**config.mk**
```make
export PLATFORM = sky130hd
export DESIGN_NAME = cbo_core
export DESIGN_NICKNAME = d
export VERILOG_FILES = /design/src/common/cbo_pkg.sv /design/src/logic/cbo_core.sv /design/src/logic/cbo_regfile.sv
export SDC_FILE = /design/constraint.sdc
export NUM_CORES = 1
export LEC_CHECK = 0
export ABC_CLOCK_PERIOD_IN_PS = 6000
export BUFFER_PORTS_ARGS = -buffer_cell sky130_fd_sc_hd__buf_2
export CORE_MARGIN = 3
export CORE_UTILIZATION = 53
export DETAILED_ROUTE_END_ITERATION = 10
export PLACE_DENSITY = 0.86
export SLEW_MARGIN = 20
export SYNTH_ARGS = -nofsm -noshare
export SYNTH_HDL_FRONTEND = slang
export SYNTH_SLANG_ARGS = --single-unit
```
**constraint.sdc**
```tcl
create_clock -name clk_in -period 6 [get_ports clk_in]
set_clock_uncertainty 0.05 [all_clocks]
set_input_delay 1.2 -clock clk_in [delete_from_list [all_inputs] [get_ports clk_in]]
set_output_delay 1.2 -clock clk_in [all_outputs]
set_load 0.1 [all_outputs]
```
**src/common/cbo_pkg.sv**
```systemverilog
// constants shared by the control and byte-op execution block
`default_nettype none
package cbo_pkg;
   // opcodes handled here
   localparam logic [7:0] OP_PORT_IN     = 8'hDB;
   localparam logic [7:0] OP_PORT_OUT    = 8'hD3;
   localparam logic [7:0] IRQ_ALLOW_OP   = 8'hFB;
   localparam logic [7:0] IRQ_BLOCK_OP   = 8'hF3;
   localparam logic [7:0] STOP_WAIT_OP   = 8'h76;
   localparam logic [7:0] CARRY_FLIP_OP  = 8'h3F;
   localparam logic [7:0] CARRY_FORCE_OP = 8'h37;
   localparam logic [7:0] IDLE_OP        = 8'h00;
   localparam logic [7:0] ACC_INVERT_OP  = 8'h2F;
   localparam logic [7:0] BCD_FIX_OP     = 8'h27;
   // register field codes
   localparam logic [2:0] REG_B   = 3'h0;
   localparam logic [2:0] REG_C   = 3'h1;
   localparam logic [2:0] REG_D   = 3'h2;
   localparam logic [2:0] REG_E   = 3'h3;
   localparam logic [2:0] REG_H   = 3'h4;
   localparam logic [2:0] REG_L   = 3'h5;
   localparam logic [2:0] REG_MEM = 3'h6;
   localparam logic [2:0] REG_ACC = 3'h7;
   // register-pair field codes
   localparam logic [1:0] PAIR_BC        = 2'h0;
   localparam logic [1:0] PAIR_DE        = 2'h1;
   localparam logic [1:0] PAIR_HL        = 2'h2;
   localparam logic [1:0] FLAGS_ACC_PAIR = 2'h3;
   // flag byte layout
   localparam int FLAG_SIGN_BIT  = 7;
   localparam int FLAG_ZERO_BIT  = 6;
   localparam int FLAG_AUX_BIT   = 4;
   localparam int FLAG_PAR_BIT   = 2;
   localparam int FLAG_ONE_BIT   = 1;
   localparam int FLAG_CARRY_BIT = 0;
   // decimal adjust figures
   localparam logic [3:0] BCD_MAX_DIGIT = 4'h9;
   localparam logic [7:0] BCD_LOW_FIX   = 8'h06;
   localparam logic [7:0] BCD_HIGH_FIX  = 8'h60;
   // reset values
   localparam logic [15:0] PC_RESET = 16'h0000;
   localparam logic [15:0] SP_RESET = 16'h0000;
   localparam logic [7:0]  REG_RESET = 8'h00;
   // sequencer states
   typedef enum logic [3:0] {
      CBO_FETCH, CBO_OPERAND, CBO_MEM_RD, CBO_MEM_WR, CBO_IO,
      CBO_PUSH_HI, CBO_PUSH_LO, CBO_HALTED, CBO_TRAP
   } cbo_state_t;
endpackage
`default_nettype wire

```
**src/logic/cbo_core.sv**
```systemverilog
// executes command, single-register and decimal-adjust instructions
//
// The implementer's own choices: the register addresses and the address-and-strobe port.
`default_nettype none
module cbo_core
   import cbo_pkg::*;
(
   input  wire logic        clk_in,
   input  wire logic        reset_in,
   output logic      [15:0] mem_addr_out,
   output logic      [7:0]  mem_wdata_out,
   output logic             mem_rd_out,
   output logic             mem_wr_out,
   input  wire logic [7:0]  mem_rdata_in,
   output logic      [7:0]  io_port_out,
   output logic      [7:0]  io_wdata_out,
   output logic             io_rd_out,
   output logic             io_wr_out,
   input  wire logic [7:0]  io_rdata_in,
   input  wire logic        irq_in,
   input  wire logic [7:0]  irq_opcode_in,
   output logic             irq_ack_out,
   output logic      [7:0]  acc_out,
   output logic      [7:0]  flags_out,
   output logic      [15:0] pc_out,
   output logic      [15:0] sp_out,
   output logic             irq_enable_out,
   output logic             halted_out,
   output logic             unsupported_out
);
   import cbo_pkg::*;

   // processor state
   cbo_state_t  state;
   logic [15:0] pc;              // program counter
   logic [15:0] sp;              // stack pointer
   logic [7:0]  acc;             // accumulator
   logic        f_sign, f_zero, f_aux, f_par, f_carry;
   logic        irq_en;          // interrupt enable flop
   logic [7:0]  opcode;          // current opcode
   logic [7:0]  io_dev;          // port number from second byte
   logic [7:0]  operand;         // memory operand byte
   logic [15:0] push_val;        // value pushed by restart

   // irq pin is asynchronous to us: two-stage sync
   logic irq_meta, irq_sync;
   always_ff @(posedge clk_in or posedge reset_in)
   begin
      if (reset_in)
      begin
         irq_meta <= 1'b0;
         irq_sync <= 1'b0;
      end
      else
      begin
         irq_meta <= irq_in;
         irq_sync <= irq_meta;
      end
   end

   // register file signals
   logic       rf_wr;
   logic [7:0] rf_wdata, rf_rdata, reg_h, reg_l;

   // decode helpers
   function automatic logic is_step_op(input logic [7:0] op);
      // inc or dec on a register or memory
      return op[7:6] == 2'b00 && op[2:1] == 2'b10;
   endfunction
   function automatic logic is_rst_op(input logic [7:0] op);
      return op[7:6] == 2'b11 && op[2:0] == 3'b111;
   endfunction
   function automatic logic even_parity(input logic [7:0] v);
      return ~^v;
   endfunction

   // register field picks the register file entry
   // the read uses the field of the byte just fetched
   cbo_regfile u_regs (
      .clk_in      (clk_in),
      .reset_in    (reset_in),
      .wr_en_in    (rf_wr),
      .wr_sel_in   (opcode[5:3]),
      .wr_data_in  (rf_wdata),
      .rd_sel_in   (mem_rdata_in[5:3]),
      .rd_data_out (rf_rdata),
      .h_out       (reg_h),
      .l_out       (reg_l)
   );

   // increment / decrement arithmetic on the chosen byte
   logic [7:0] step_src, step_res;
   logic       step_aux;
   always_comb
   begin
      step_src = (opcode[5:3] == REG_MEM) ? operand : rf_rdata;
      step_src = (opcode[5:3] == REG_ACC) ? acc : step_src;
      if (opcode[0])
      begin
         step_res = step_src - 8'h01;
         step_aux = step_src[3:0] != 4'h0;
      end
      else
      begin
         step_res = step_src + 8'h01;
         step_aux = step_src[3:0] == 4'hF;
      end
   end

   // decimal adjust in two steps
   logic [8:0] bcd_one, bcd_two;
   logic       bcd_aux, bcd_carry;
   always_comb
   begin
      // low nibble over nine or aux set
      bcd_aux = (acc[3:0] > BCD_MAX_DIGIT) || f_aux;
      bcd_one = {1'b0, acc} + (bcd_aux ? {1'b0, BCD_LOW_FIX} : 9'h000);
      // high nibble over nine or carry set
      bcd_carry = (bcd_one[7:4] > BCD_MAX_DIGIT) || f_carry || bcd_one[8];
      bcd_two = {1'b0, bcd_one[7:0]} + (bcd_carry ? {1'b0, BCD_HIGH_FIX} : 9'h000);
   end

   logic [7:0] step_lookahead;
   assign step_lookahead = opcode;

   // main sequencer: pc, state, memory and port strobes
   always_ff @(posedge clk_in or posedge reset_in)
   begin
      if (reset_in)
      begin
         state    <= CBO_FETCH;
         pc       <= PC_RESET;
         sp       <= SP_RESET;
         opcode   <= IDLE_OP;
         io_dev   <= 8'h00;
         operand  <= 8'h00;
         push_val <= 16'h0000;
      end
      else
      begin
         case (state)
            CBO_FETCH:
            begin
               // accepted request takes the place of a fetch
               if (irq_sync && irq_en)
               begin
                  opcode   <= irq_opcode_in;
                  push_val <= pc;
                  // device opcode decides the service vector
                  state    <= is_rst_op(irq_opcode_in) ? CBO_PUSH_HI : CBO_TRAP;
               end
               else
               begin
                  // first byte is always the opcode
                  opcode <= mem_rdata_in;
                  pc     <= pc + 16'h0001;
                  if (mem_rdata_in == OP_PORT_IN || mem_rdata_in == OP_PORT_OUT)
                     state <= CBO_OPERAND;
                  else if (mem_rdata_in == STOP_WAIT_OP)
                     state <= CBO_HALTED;
                  else if (is_rst_op(mem_rdata_in))
                  begin
                     push_val <= pc + 16'h0001;
                     state    <= CBO_PUSH_HI;
                  end
                  else if (is_step_op(mem_rdata_in) && mem_rdata_in[5:3] == REG_MEM)
                     state <= CBO_MEM_RD;
                  else if (is_step_op(mem_rdata_in) || mem_rdata_in == IDLE_OP
                           || mem_rdata_in == IRQ_ALLOW_OP || mem_rdata_in == IRQ_BLOCK_OP
                           || mem_rdata_in == CARRY_FLIP_OP
                           || mem_rdata_in == CARRY_FORCE_OP
                           || mem_rdata_in == ACC_INVERT_OP || mem_rdata_in == BCD_FIX_OP)
                     state <= CBO_FETCH;
                  else
                     // opcodes outside this block stop here
                     state <= CBO_TRAP;
               end
            end
            CBO_OPERAND:
            begin
               io_dev <= mem_rdata_in;
               pc     <= pc + 16'h0001;
               state  <= CBO_IO;
            end
            CBO_IO:
               state <= CBO_FETCH;
            CBO_MEM_RD:
            begin
               operand <= mem_rdata_in;
               state   <= CBO_MEM_WR;
            end
            CBO_MEM_WR:
               state <= CBO_FETCH;
            CBO_PUSH_HI:
               state <= CBO_PUSH_LO;
            CBO_PUSH_LO:
            begin
               // low byte at sp-2, then sp down two
               sp    <= sp - 16'h0002;
               // vector is field times eight in page zero
               pc    <= {8'h00, 2'b00, opcode[5:3], 3'b000};
               state <= CBO_FETCH;
            end
            CBO_HALTED:
               // only an accepted interrupt leaves here
               if (irq_sync && irq_en)
                  state <= CBO_FETCH;
            CBO_TRAP:
               state <= CBO_TRAP;
            default:
               state <= CBO_FETCH;
         endcase
      end
   end

   // interrupt enable flop
   always_ff @(posedge clk_in or posedge reset_in)
   begin
      if (reset_in)
         irq_en <= 1'b0;
      else if (state == CBO_FETCH && !(irq_sync && irq_en))
      begin
         if (mem_rdata_in == IRQ_ALLOW_OP)
            irq_en <= 1'b1;
         else if (mem_rdata_in == IRQ_BLOCK_OP)
            irq_en <= 1'b0;
      end
   end

   // one-byte ops complete on the cycle after their fetch
   logic just_fetched;
   always_ff @(posedge clk_in or posedge reset_in)
   begin
      if (reset_in)
         just_fetched <= 1'b0;
      else
         just_fetched <= state == CBO_FETCH && !(irq_sync && irq_en);
   end

   // accumulator and flags; write-back of a stepped accumulator
   always_ff @(posedge clk_in or posedge reset_in)
   begin
      if (reset_in)
      begin
         acc     <= REG_RESET;
         f_sign  <= 1'b0;
         f_zero  <= 1'b0;
         f_aux   <= 1'b0;
         f_par   <= 1'b0;
         f_carry <= 1'b0;
      end
      else if (state == CBO_IO && opcode == OP_PORT_IN)
         // port data into accumulator, flags untouched
         acc <= io_rdata_in;
      else if ((just_fetched && state == CBO_FETCH || state == CBO_MEM_WR)
               && is_step_op(step_lookahead))
      begin
         f_sign <= step_res[7];
         f_zero <= step_res == 8'h00;
         f_par  <= even_parity(step_res);
         f_aux  <= step_aux;
         if (opcode[5:3] == REG_ACC)
            acc <= step_res;
      end
      else if (just_fetched && state == CBO_FETCH)
      begin
         case (opcode)
            CARRY_FLIP_OP:  f_carry <= ~f_carry;
            CARRY_FORCE_OP: f_carry <= 1'b1;
            ACC_INVERT_OP:  acc <= ~acc;
            BCD_FIX_OP:
            begin
               // all five flags: sign, zero and parity from the adjusted value, aux and carry from the fixes
               acc     <= bcd_two[7:0];
               f_sign  <= bcd_two[7];
               f_zero  <= bcd_two[7:0] == 8'h00;
               f_par   <= even_parity(bcd_two[7:0]);
               f_aux   <= bcd_aux;
               f_carry <= bcd_carry || bcd_two[8];
            end
            // idle and the rest change nothing here
            default: ;
         endcase
      end
   end

   // register file write for stepped B..L
   always_comb
   begin
      rf_wdata = step_res;
      rf_wr = just_fetched && state == CBO_FETCH && is_step_op(opcode)
              && opcode[5:3] != REG_MEM && opcode[5:3] != REG_ACC;
   end

   // bus drive
   always_comb
   begin
      mem_addr_out  = pc;
      mem_wdata_out = 8'h00;
      mem_rd_out    = 1'b0;
      mem_wr_out    = 1'b0;
      case (state)
         CBO_FETCH, CBO_OPERAND: mem_rd_out = !(state == CBO_FETCH && irq_sync && irq_en);
         CBO_MEM_RD:
         begin
            mem_addr_out = {reg_h, reg_l};
            mem_rd_out   = 1'b1;
         end
         CBO_MEM_WR:
         begin
            mem_addr_out  = {reg_h, reg_l};
            mem_wdata_out = step_res;
            mem_wr_out    = 1'b1;
         end
         CBO_PUSH_HI:
         begin
            mem_addr_out  = sp - 16'h0001;
            mem_wdata_out = push_val[15:8];
            mem_wr_out    = 1'b1;
         end
         CBO_PUSH_LO:
         begin
            mem_addr_out  = sp - 16'h0002;
            mem_wdata_out = push_val[7:0];
            mem_wr_out    = 1'b1;
         end
         default: ;
      endcase
   end

   assign io_port_out  = io_dev;
   assign io_wdata_out = acc;
   assign io_rd_out    = state == CBO_IO && opcode == OP_PORT_IN;
   assign io_wr_out    = state == CBO_IO && opcode == OP_PORT_OUT;
   // request accepted in fetch or stop state drives the acknowledge
   assign irq_ack_out  = (state == CBO_FETCH || state == CBO_HALTED) && irq_sync && irq_en;

   // flag byte, bit 3 and 5 zero, bit 1 one
   // this byte pairs with acc as the flags pair
   always_comb
   begin
      flags_out = 8'h00;
      flags_out[FLAG_SIGN_BIT]  = f_sign;
      flags_out[FLAG_ZERO_BIT]  = f_zero;
      flags_out[FLAG_AUX_BIT]   = f_aux;
      flags_out[FLAG_PAR_BIT]   = f_par;
      flags_out[FLAG_ONE_BIT]   = 1'b1;
      flags_out[FLAG_CARRY_BIT] = f_carry;
   end

   assign acc_out         = acc;
   assign pc_out          = pc;
   assign sp_out          = sp;
   assign irq_enable_out  = irq_en;
   assign halted_out      = state == CBO_HALTED;
   assign unsupported_out = state == CBO_TRAP;

   chk_carry_force: assert property (@(posedge clk_in) disable iff (reset_in)
      just_fetched && state == CBO_FETCH && opcode == CARRY_FORCE_OP |=> f_carry)
      else $error("carry not forced");
   chk_carry_flip: assert property (@(posedge clk_in) disable iff (reset_in)
      just_fetched && state == CBO_FETCH && opcode == CARRY_FLIP_OP
      |=> f_carry != $past(f_carry))
      else $error("carry not flipped");
   chk_acc_invert: assert property (@(posedge clk_in) disable iff (reset_in)
      just_fetched && state == CBO_FETCH && opcode == ACC_INVERT_OP
      |=> acc == ~$past(acc) && flags_out == $past(flags_out))
      else $error("accumulator not inverted");
   chk_stop_stays: assert property (@(posedge clk_in) disable iff (reset_in)
      state == CBO_HALTED && !irq_en |=> state == CBO_HALTED)
      else $error("left stop while blocked");
   chk_rst_vector: assert property (@(posedge clk_in) disable iff (reset_in)
      state == CBO_PUSH_LO |=> pc == {10'h000, $past(opcode[5:3]), 3'b000})
      else $error("wrong restart vector");
   chk_push_order: assert property (@(posedge clk_in) disable iff (reset_in)
      state == CBO_PUSH_HI |-> mem_addr_out == sp - 16'h0001 ##1
      mem_addr_out == sp - 16'h0002 ##1 sp == $past(sp, 2) - 16'h0002)
      else $error("push order wrong");
   chk_port_in: assert property (@(posedge clk_in) disable iff (reset_in)
      io_rd_out |=> acc == $past(io_rdata_in))
      else $error("port input lost");
   chk_irq_allow: assert property (@(posedge clk_in) disable iff (reset_in)
      state == CBO_FETCH && !irq_ack_out && mem_rdata_in == IRQ_ALLOW_OP |=> irq_en)
      else $error("enable not set");
endmodule
`default_nettype wire

```
**src/logic/cbo_regfile.sv**
```systemverilog
// eight-entry byte register file, registered read port
`default_nettype none
module cbo_regfile
   import cbo_pkg::*;
(
   input  wire logic       clk_in,
   input  wire logic       reset_in,
   input  wire logic       wr_en_in,
   input  wire logic [2:0] wr_sel_in,
   input  wire logic [7:0] wr_data_in,
   input  wire logic [2:0] rd_sel_in,
   output logic      [7:0] rd_data_out,
   output logic      [7:0] h_out,
   output logic      [7:0] l_out
);
   import cbo_pkg::*;
   // storage; entry 6 (memory code) is never written
   logic [7:0] regs [8];

   // write port, one loop per entry
   genvar gi;
   generate
      for (gi = 0; gi < 8; gi++)
      begin : g_reg
         always_ff @(posedge clk_in or posedge reset_in)
         begin
            if (reset_in)
               regs[gi] <= REG_RESET;
            else if (wr_en_in && wr_sel_in == 3'(gi))
               regs[gi] <= wr_data_in;
         end
      end
   endgenerate

   // registered read, so data lags the select by one cycle
   always_ff @(posedge clk_in or posedge reset_in)
   begin
      if (reset_in)
         rd_data_out <= REG_RESET;
      else if (wr_en_in && wr_sel_in == rd_sel_in)
         // write-through: a step right after a step of the same entry sees the new value
         rd_data_out <= wr_data_in;
      else
         rd_data_out <= regs[rd_sel_in];
   end

   // address pair is always visible for memory operands
   assign h_out = regs[REG_H];
   assign l_out = regs[REG_L];
endmodule
`default_nettype wire

```
==> results of run 1 <==
==> placed cells by master (no fill, tap or decap), types with 8 or more instances in the layout <==
cell / count
xnor2_1: 30
inv_1: 27
nand3_1: 21
mux4_2: 16
nand4_1: 13
mux2i_1: 19
nor2_1: 63
a22oi_1: 20
a211oi_1: 12
a21oi_1: 28
o21ai_0: 114
xor2_1: 32
nor4_1: 8
clkbuf_16: 17
nor2b_1: 9
mux2_2: 19
buf_2: 118
and3_1: 9
a31oi_1: 13
buf_4: 16
ha_1: 20
dfrtp_1: 164
nand2_1: 158
nor3_1: 17
==> state kept, by name, indices dropped and copies added (netlist names), 4 cells and up <==
signal,cells
u_regs.regs,48
pc_out,16
push_val,16
sp_out,15
acc_out,8
io_port_out,8
opcode,8
operand,8
u_regs.h_out,8
u_regs.l_out,8
u_regs.rd_data_out,8
state,4
==> critical path: stages (launching register included) <==
cell and delay (ns):
dfrtp_1 0.65, and2_1 0.36, mux2i_1 0.31, inv_1 0.12, ha_1 0.38, nand3_1 0.10
o221ai_1 0.38, a21oi_1 0.18, a211o_1 0.44, o21ai_1 0.26, buf_2 0.47
==> area by class of cell <==
class | instances | area, um2
clock buffer | 18 | 439.2
clock inverter | 14 | 150.1
fill | 1343 | 6793
inverter | 30 | 117.6
multi-input combinational | 741 | 4881
sequential | 164 | 4104
tap | 225 | 281.5
timing repair buffer | 134 | 710.7
==> how the worst min path moves through the flow <==
stage / from / to / slack [ns] / depth (start not counted)
2_1_floorplan: irq_meta / irq_sync / 0.28 / 0
3_3_place_gp: irq_meta / irq_sync / 0.30 / 0
3_5_place_dp: irq_meta / irq_sync / 0.29 / 0
4_1_cts: irq_meta / irq_sync / 0.31 / 0
5_1_grt: irq_meta / irq_sync / 0.31 / 0
6_report: irq_meta / irq_sync / 0.31 / 0
==> stage by stage <==
stage / instance area, um2 / setup slack [ns] / utilization / instances
floorplan: 9582 / 0.06280 / - / 1042
global placement: 10090 / 1.300 / 0.5776 / 1294
detailed placement: 10090 / 1.193 / 0.5776 / 1294
CTS: 10680 / 0.6931 / 0.6113 / 1326
global route: 10680 / 0.4062 / 0.6113 / 1326
finish: 10680 / 0.6467 / 0.6113 / 1326
==> synth_stat cells, types with 5 or more instances <==
cell      count  area (um2)
or3_1         6       37.54
nand3_1      21       105.1
or2_2         5       31.28
a22oi_1      20       150.1
dfrtp_1     164        4104
nor4_1        8       50.05
o221ai_1      5       43.79
mux2_2       19       214.0
mux2i_1      19       190.2
a21oi_1      28       140.1
nor2b_1       9       56.30
nand2_1     158       593.1
nand4_1      13       81.33
o22ai_1       5       31.28
a211oi_1     12       90.09
xor2_1       32       280.3
xnor2_1      30       262.8
a31oi_1      13       81.33
clkbuf_1     75       281.5
ha_1         20       250.2
inv_1        28       105.1
and3_1        9       56.30
and2_1        6       37.54
nand2b_1      6       37.54
buf_2         8       40.04
nor2_1       63       236.5
o211ai_1      6       45.04
buf_4        19       142.6
o21ai_0     118       590.6
mux4_2       16       360.4
nor3_1       17       85.08
==> routing by layer <==
metal | GRT usage | up-vias | wire length, um
met5 | 0 | - | 0
met4 | 0.1040 | 0 | 962
met3 | 0.05804 | 73 | 2199
met2 | 0.4045 | 479 | 12130
met1 | 0.3671 | 3931 | 10370
li1 | - | 3729 | -
==> where the power goes <==
part | switching (mW) | internal [mW] | leakage (nW)
Clock | 0.474 | 0.628 | 0.289
Combinational | 0.0756 | 0.0259 | 2.67
Sequential | 0.00206 | 1.11 | 2.15
==> kinds of logic (layout without fill, tap and decap cells) <==
kind of cell,after synthesis,after routing
adder cells (fa/ha/maj),23,23
AO/OA/AOI/OAI,247,247
other,2,4
multiplexers,54,54
flip-flops,164,164
AND/OR/NAND/NOR,350,350
buffers and inverters,137,196
XOR/XNOR,63,63
==> results.txt, run 1 <==
----------------------------------------------------
[Floorplanning]
  Cell Rows ... 48
  Boundary pin count ... 123
  Die footprint ... 19,710 um2
  Chip Width ... 140.4 um
  Initial Util ... 0.5478
  Height of the die ... 140.4 um
  Std-Cell Core Area ... 17,480 um2

[Finish]
  Area Growth Syn to Fin ... 11.59%
  Final net count ... 1,138
  Ratio of cells with drive above 1 in the final layout ... 0.2007
  Count of antenna diodes in the layout ... 0

[Synthesis]
  Netlist area before placement ... 9574 um2
  Xor-xnor portion of the synthesized cell area ... 0.05907
  Warnings, synthesis ... 0
  Multiplexer share of the synthesized area ... 0.07985
  Commonest register cell after synthesis ... dfrtp_1
  Sequential area share after synthesis ... 0.4286
  Mapped Cells ... 1,040
  Complex-gate fraction of the synthesized area ... 0.1613
  Count of flip-flops with a built-in enable after synthesis ... 0
  Simple-Gate Fraction of Synth Area ... 0.1742
  Share of flip-flops with an asynchronous set or reset ... 1.000
  Largest family of logic cells by synthesized area ... simple AND/OR/NAND/NOR gates
  Mean post-synth cell area ... 9.206 um2
  Post-synthesis share of cell area spent on full adders, half adders and majority gates ... 0.03241
  Yosys reg bits ... 164
  Count of distinct cell types in the synthesized netlist ... 77

[Global route]
  GRT Total Usage ... 0.2636
  Maximum number of pins on one net before global-route repair ... 75
  Initial antenna violation count ... 0
  Vias in the first global route ... 7,864
  Global-route wire length before repair ... 41.64 mm
  Congestion Overflow GR ... 0

[Drt]
  Detailed-route wire length ... 25.66 mm
  Number of design rule violations left after detail routing ... 0
  Detailed-route vias per instance ... 6.193
  Avg WL per Cell ... 19.35 um
  First-iteration detailed-routing DRC count ... 1,038
  Antenna violation net count after detailed routing ... 0
  Via count of the routed design ... 8,212
  Length of the first detailed-routing pass in iterations ... 6

[Clock network]
  Number of buffers inserted by hold repair at cts ... 0
  Clock-pin slew on the worst setup and hold paths ... 0.07 ns
  Post-CTS setup buffer count ... 0
  Maximum buffer depth of the clock tree ... 2
  CTS root buf ... clkbuf_16
  CTS HTree Levels ... 4
  Clock latency of the later-clocked register in the worst-skew pair ... 0.45 ns
  Number of buffers inserted during clock tree synthesis ... 17
  CTS sink cnt ... 164
  Count of cells resized by post-cts repair ... 0
  CTS tree ... built

[STA]
  Transition time at the pin with the least slew margin ... 0.9857 ns
  Setup repair after global routing missed its margin ... false
  Endpoints failing setup ... 0
  Minimum clock period after layout ... 5.353 ns
  Final Max Slew Viols ... 0
  Relative slew slack ... 0.3413
  Maximum clock rate ... 186.8 MHz
  Hold Worst Slack ... 0.3053 ns
  Final TNS setup ... 0 ns
  Period Utilization, post-route ... 0.8922
  Number of hold-slack violations in the final timing report ... 0

[Setup path]
  Critical Path Sink Type ... output pin
  Capturing point of the worst reg2reg path ... f_par
  Worst Reg-to-Reg Cells ... 17
  Worst EP required ... 4.75 ns
  Signal arrival time at the worst endpoint ... 4.10 ns
  Kind of critical path ... reg -> out
  Startpoint types ... flop
  Critical Path End ... mem_wdata_out[5]
  FF-to-FF Start ... acc_out[2]
  Register-to-register path setup slack ... 1.69 ns
  Largest fanout on the critical path ... 17
  Critical path startpoint ... opcode[5]

[Power]
  Power density relative to cell area ... 216.4 nW/um2
  LEAKAGE ... 5.116 nW
  Max rail drop VDD ... 218.1 uV
  Total power draw ... 2.312 mW

[Placed design]
  Input/output buffers ... 118
  Total half-perimeter wirelength after legalization and detailed placement ... 17.96 mm
  Final weighted congestion in routability-driven placement ... 0.9510

[Run]
  Max capacitance violation total ... 0

[Status]
  Status ... completed

[Min path]
  Tightest Hold Check Type ... reg -> reg

----------------------------------------------------
(Power assumes the default switching activity.)
==> run 2: changes to the inputs <==
--- a/config.mk
+++ b/config.mk
@@ -8,8 +8,10 @@
 export ABC_CLOCK_PERIOD_IN_PS = 6000
 export BUFFER_PORTS_ARGS = -buffer_cell sky130_fd_sc_hd__buf_2
+export CELL_PAD_IN_SITES_DETAIL_PLACEMENT = 0
+export CELL_PAD_IN_SITES_GLOBAL_PLACEMENT = 1
 export CORE_MARGIN = 3
-export CORE_UTILIZATION = 53
+export CORE_UTILIZATION = 40
 export DETAILED_ROUTE_END_ITERATION = 10
-export PLACE_DENSITY = 0.86
+export PLACE_DENSITY = 0.85
 export SLEW_MARGIN = 20
 export SYNTH_ARGS = -nofsm -noshare
--- a/constraint.sdc
+++ b/constraint.sdc
@@ -3,3 +3,3 @@
 set_input_delay 1.2 -clock clk_in [delete_from_list [all_inputs] [get_ports clk_in]]
 set_output_delay 1.2 -clock clk_in [all_outputs]
-set_load 0.1 [all_outputs]
+set_load 0.01 [all_outputs]
==> run 2 against run 1 <==
Compared with the run above: non-clock buffer count rose by 1; register-to-register slack improved by 0.05 ns; cell area rose by 1.6%; utilization fell by 14 points; clock power rose by 10%; setup slack improved by 0.37 ns; total power rose by 4.0%; global-route usage fell by 5.4 points; worst hold slack improved by 0.00065 ns; critical path type unchanged; critical endpoint unchanged; largest cell class unchanged.
==> results.txt, run 2 (same netlist as run 1, synthesis figures left out) <==
----------------------------------------------------
[Status]
  Status ... completed

[STA]
  Maximum clock rate ... 200.7 MHz (+7.4%)
  Final Max Slew Viols ... 0 (unchanged)
  Hold Worst Slack ... 0.3059 ns (+0.0006450 ns)
  Endpoints failing setup ... 0 (unchanged)
  Relative slew slack ... 0.3215 (-0.01971)
  Period Utilization, post-route ... 0.8304 (-0.06177)
  Minimum clock period after layout ... 4.983 ns (-0.3706 ns)
  Transition time at the pin with the least slew margin ... 1.014 ns (+0.02821 ns)
  Setup repair after global routing missed its margin ... false
  Number of hold-slack violations in the final timing report ... 0 (unchanged)
  Final TNS setup ... 0 ns (unchanged)

[Power]
  LEAKAGE ... 5.144 nW (+0.55%)
  Logic pwr share ... 0.035 (-0.009)
  Max rail drop VDD ... 176.1 uV (-19%)
  Part of the power in the clock network ... 0.504 (+0.028)
  Fraction of power spent switching nets ... 0.2265 (-0.01205)
  Sequential power share ... 0.461 (-0.019)
  Power density relative to cell area ... 221.4 nW/um2 (+2.3%)
  Internal power ... 1.860 mW (+5.6%)
  Psw ... 0.5446 mW (-1.3%)

[Finish]
  Commonest cells after routing, fill and taps aside ... 164 x dfrtp_1, 158 x nand2_1, 118 x o21ai_0, 118 x buf_2, 63 x nor2_1
  Area Growth Syn to Fin ... 13.42%
  Count of antenna diodes in the layout ... 0 (unchanged)
  Reg with most FFs ... u_regs.regs
  Final net count ... 1,139 (+0.088%)
  Fin util ... 0.4710 (-0.1403)
  Commonest non-fill, non-tap cell in the layout ... dfrtp_1
  Post-layout instance area ... 10,860 um2 (+1.6%)
  Max reg flops ... 48 (unchanged)
  Ratio of cells with drive above 1 in the final layout ... 0.2015 (+0.0007253)
  Number of fillers in the final layout ... 2,209 (+64%)
  Count of non-filler cells in the finished layout ... 1,415 (+6.7%)

[Setup path]
  Worst Reg-to-Reg Cells ... 17 (unchanged)
  Startpoint types ... flop
  Critical Path Sink Type ... output pin
  FF-to-FF Start ... acc_out[3]
  Capturing point of the worst reg2reg path ... f_par
  Worst EP required ... 4.75 ns (about the same)
  Kind of critical path ... reg -> out
  Register-to-register path setup slack ... 1.74 ns (+0.05 ns)
  Signal arrival time at the worst endpoint ... 3.73 ns (-0.37 ns)
  Largest fanout on the critical path ... 19 (+2)

[Placed design]
  Input/output buffers ... 118 (unchanged)
  Placement Cell Area ... 10,210 um2 (+1.2%)
  Total half-perimeter wirelength after legalization and detailed placement ... 19.35 mm (+7.7%)
  Cell count after placement ... 1,383 (+6.9%)
  Final weighted congestion in routability-driven placement ... 0.8947 (-5.9%)

[Clock network]
  CTS tree ... built
  CTS root buf ... clkbuf_16
  Number of buffers inserted by hold repair at cts ... 0 (unchanged)
  Maximum buffer depth of the clock tree ... 2 (unchanged)
  CTS sink cnt ... 164 (unchanged)
  Count of cells resized by post-cts repair ... 0 (unchanged)
  Number of buffers inserted during clock tree synthesis ... 17 (unchanged)
  Clock-pin slew on the worst setup and hold paths ... 0.06 ns (about the same)
  Post-CTS setup buffer count ... 0 (unchanged)
  Clock latency of the later-clocked register in the worst-skew pair ... 0.44 ns (about the same)
  CTS HTree Levels ... 4 (unchanged)

[Global route]
  Maximum number of pins on one net before global-route repair ... 73 (-2.7%)
  Vias in the first global route ... 7,672 (-2.4%)
  GRT Total Usage ... 0.2097 (-0.05393)
  Initial antenna violation count ... 0 (unchanged)
  Global-route wire length before repair ... 43.29 mm (+4.0%)
  Congestion Overflow GR ... 0 (unchanged)

[Drt]
  Detailed-route wire length ... 27.00 mm (+5.2%)
  Antenna violation net count after detailed routing ... 0 (unchanged)
  Detailed-route vias per instance ... 5.561 (-10%)
  Length of the first detailed-routing pass in iterations ... 6 (unchanged)
  Avg WL per Cell ... 19.08 um (-1.4%)
  Number of design rule violations left after detail routing ... 0 (unchanged)
  First-iteration detailed-routing DRC count ... 736 (-29%)
  Via count of the routed design ... 7,869 (-4.2%)

[Floorplanning]
  Chip Width ... 160.7 um (+14%)
  Std-Cell Core Area ... 23,050 um2 (+32%)
  Boundary pin count ... 123 (unchanged)
  Initial Util ... 0.4153 (-0.1325)
  Die footprint ... 25,830 um2 (+31%)
  Cell Rows ... 55 (+15%)
  Height of the die ... 160.7 um (+14%)

[Min path]
  Hold path endpoint ... irq_sync
  Hold path cells ... 0 (unchanged)
  Startpoint of the most critical hold path ... irq_meta
  Tightest Hold Check Type ... reg -> reg

[Run]
  Max capacitance violation total ... 0 (unchanged)

----------------------------------------------------
==> run 2: cell count changes in the layout (fill, tap and decap cells not counted), moves of 2 or more <==
cell       before  now
clkinv_2        4    2
o21ai_1         6    2
clkinv_4        2    0
o21ai_0       114  118
bufinv_16       2    4
==> run 2: worst max-delay path, stage by stage (launching register included) <==
cell      delay (ns)
dfrtp_1         0.33
buf_4           0.22
and2_1          0.32
mux2i_1         0.30
inv_1           0.12
ha_1            0.36
nand3_1         0.09
o221ai_1        0.36
a21oi_1         0.18
a211o_1         0.43
o21ai_0         0.37
buf_2           0.21
==> run 2: worst max-delay path by stage <==
stage               startpoint               end  slack (ns)  cells past startpoint
floorplan             reset_in        acc_out[0]        0.32                      1
global route         opcode[5]  mem_wdata_out[5]        0.78                     11
global placement     opcode[4]  mem_wdata_out[5]        1.62                     11
detailed placement   opcode[4]  mem_wdata_out[5]        1.52                     11
finish               opcode[4]  mem_wdata_out[5]        1.02                     11
CTS                  opcode[4]  mem_wdata_out[5]        1.04                     11
==> run 2: final cells by class <==
type,count,area [um2],area share
clock inverter,13,193.9,0.01786
sequential,164,4104,0.3779
inverter,30,117.6,0.01083
timing repair buffer,135,718.2,0.06614
clock buffer,19,452.9,0.04171
tap,313,391.6,0.03606
multi-input combinational,741,4881,0.4495
==> run 2: per-stage QoR <==
step,setup slack [ns],power (mW)
after floorplan,0.3167,1.187
after global placement,1.616,1.213
after detailed placement,1.519,1.214
after CTS,1.037,2.423
after global routing,0.7809,2.474
final,1.017,2.404
==> run 2: power groups by stage <==
stage | Combinational, mW | Clock [mW] | Sequential (mW)
global placement | 0.0839 | 0 | 1.13
floorplan | 0.0576 | 0 | 1.13
global route | 0.0928 | 1.27 | 1.11
finish | 0.0834 | 1.21 | 1.11
detailed placement | 0.0845 | 0 | 1.13
CTS | 0.0849 | 1.23 | 1.11
==> run 2: routing by layer <==
layer | wire (um) | share of wire | track usage
met5 | 0 | 0 | 0
met4 | 493 | 0.018 | 0.05045
met3 | 1563 | 0.058 | 0.04101
met2 | 12580 | 0.47 | 0.3258
met1 | 12370 | 0.46 | 0.3037
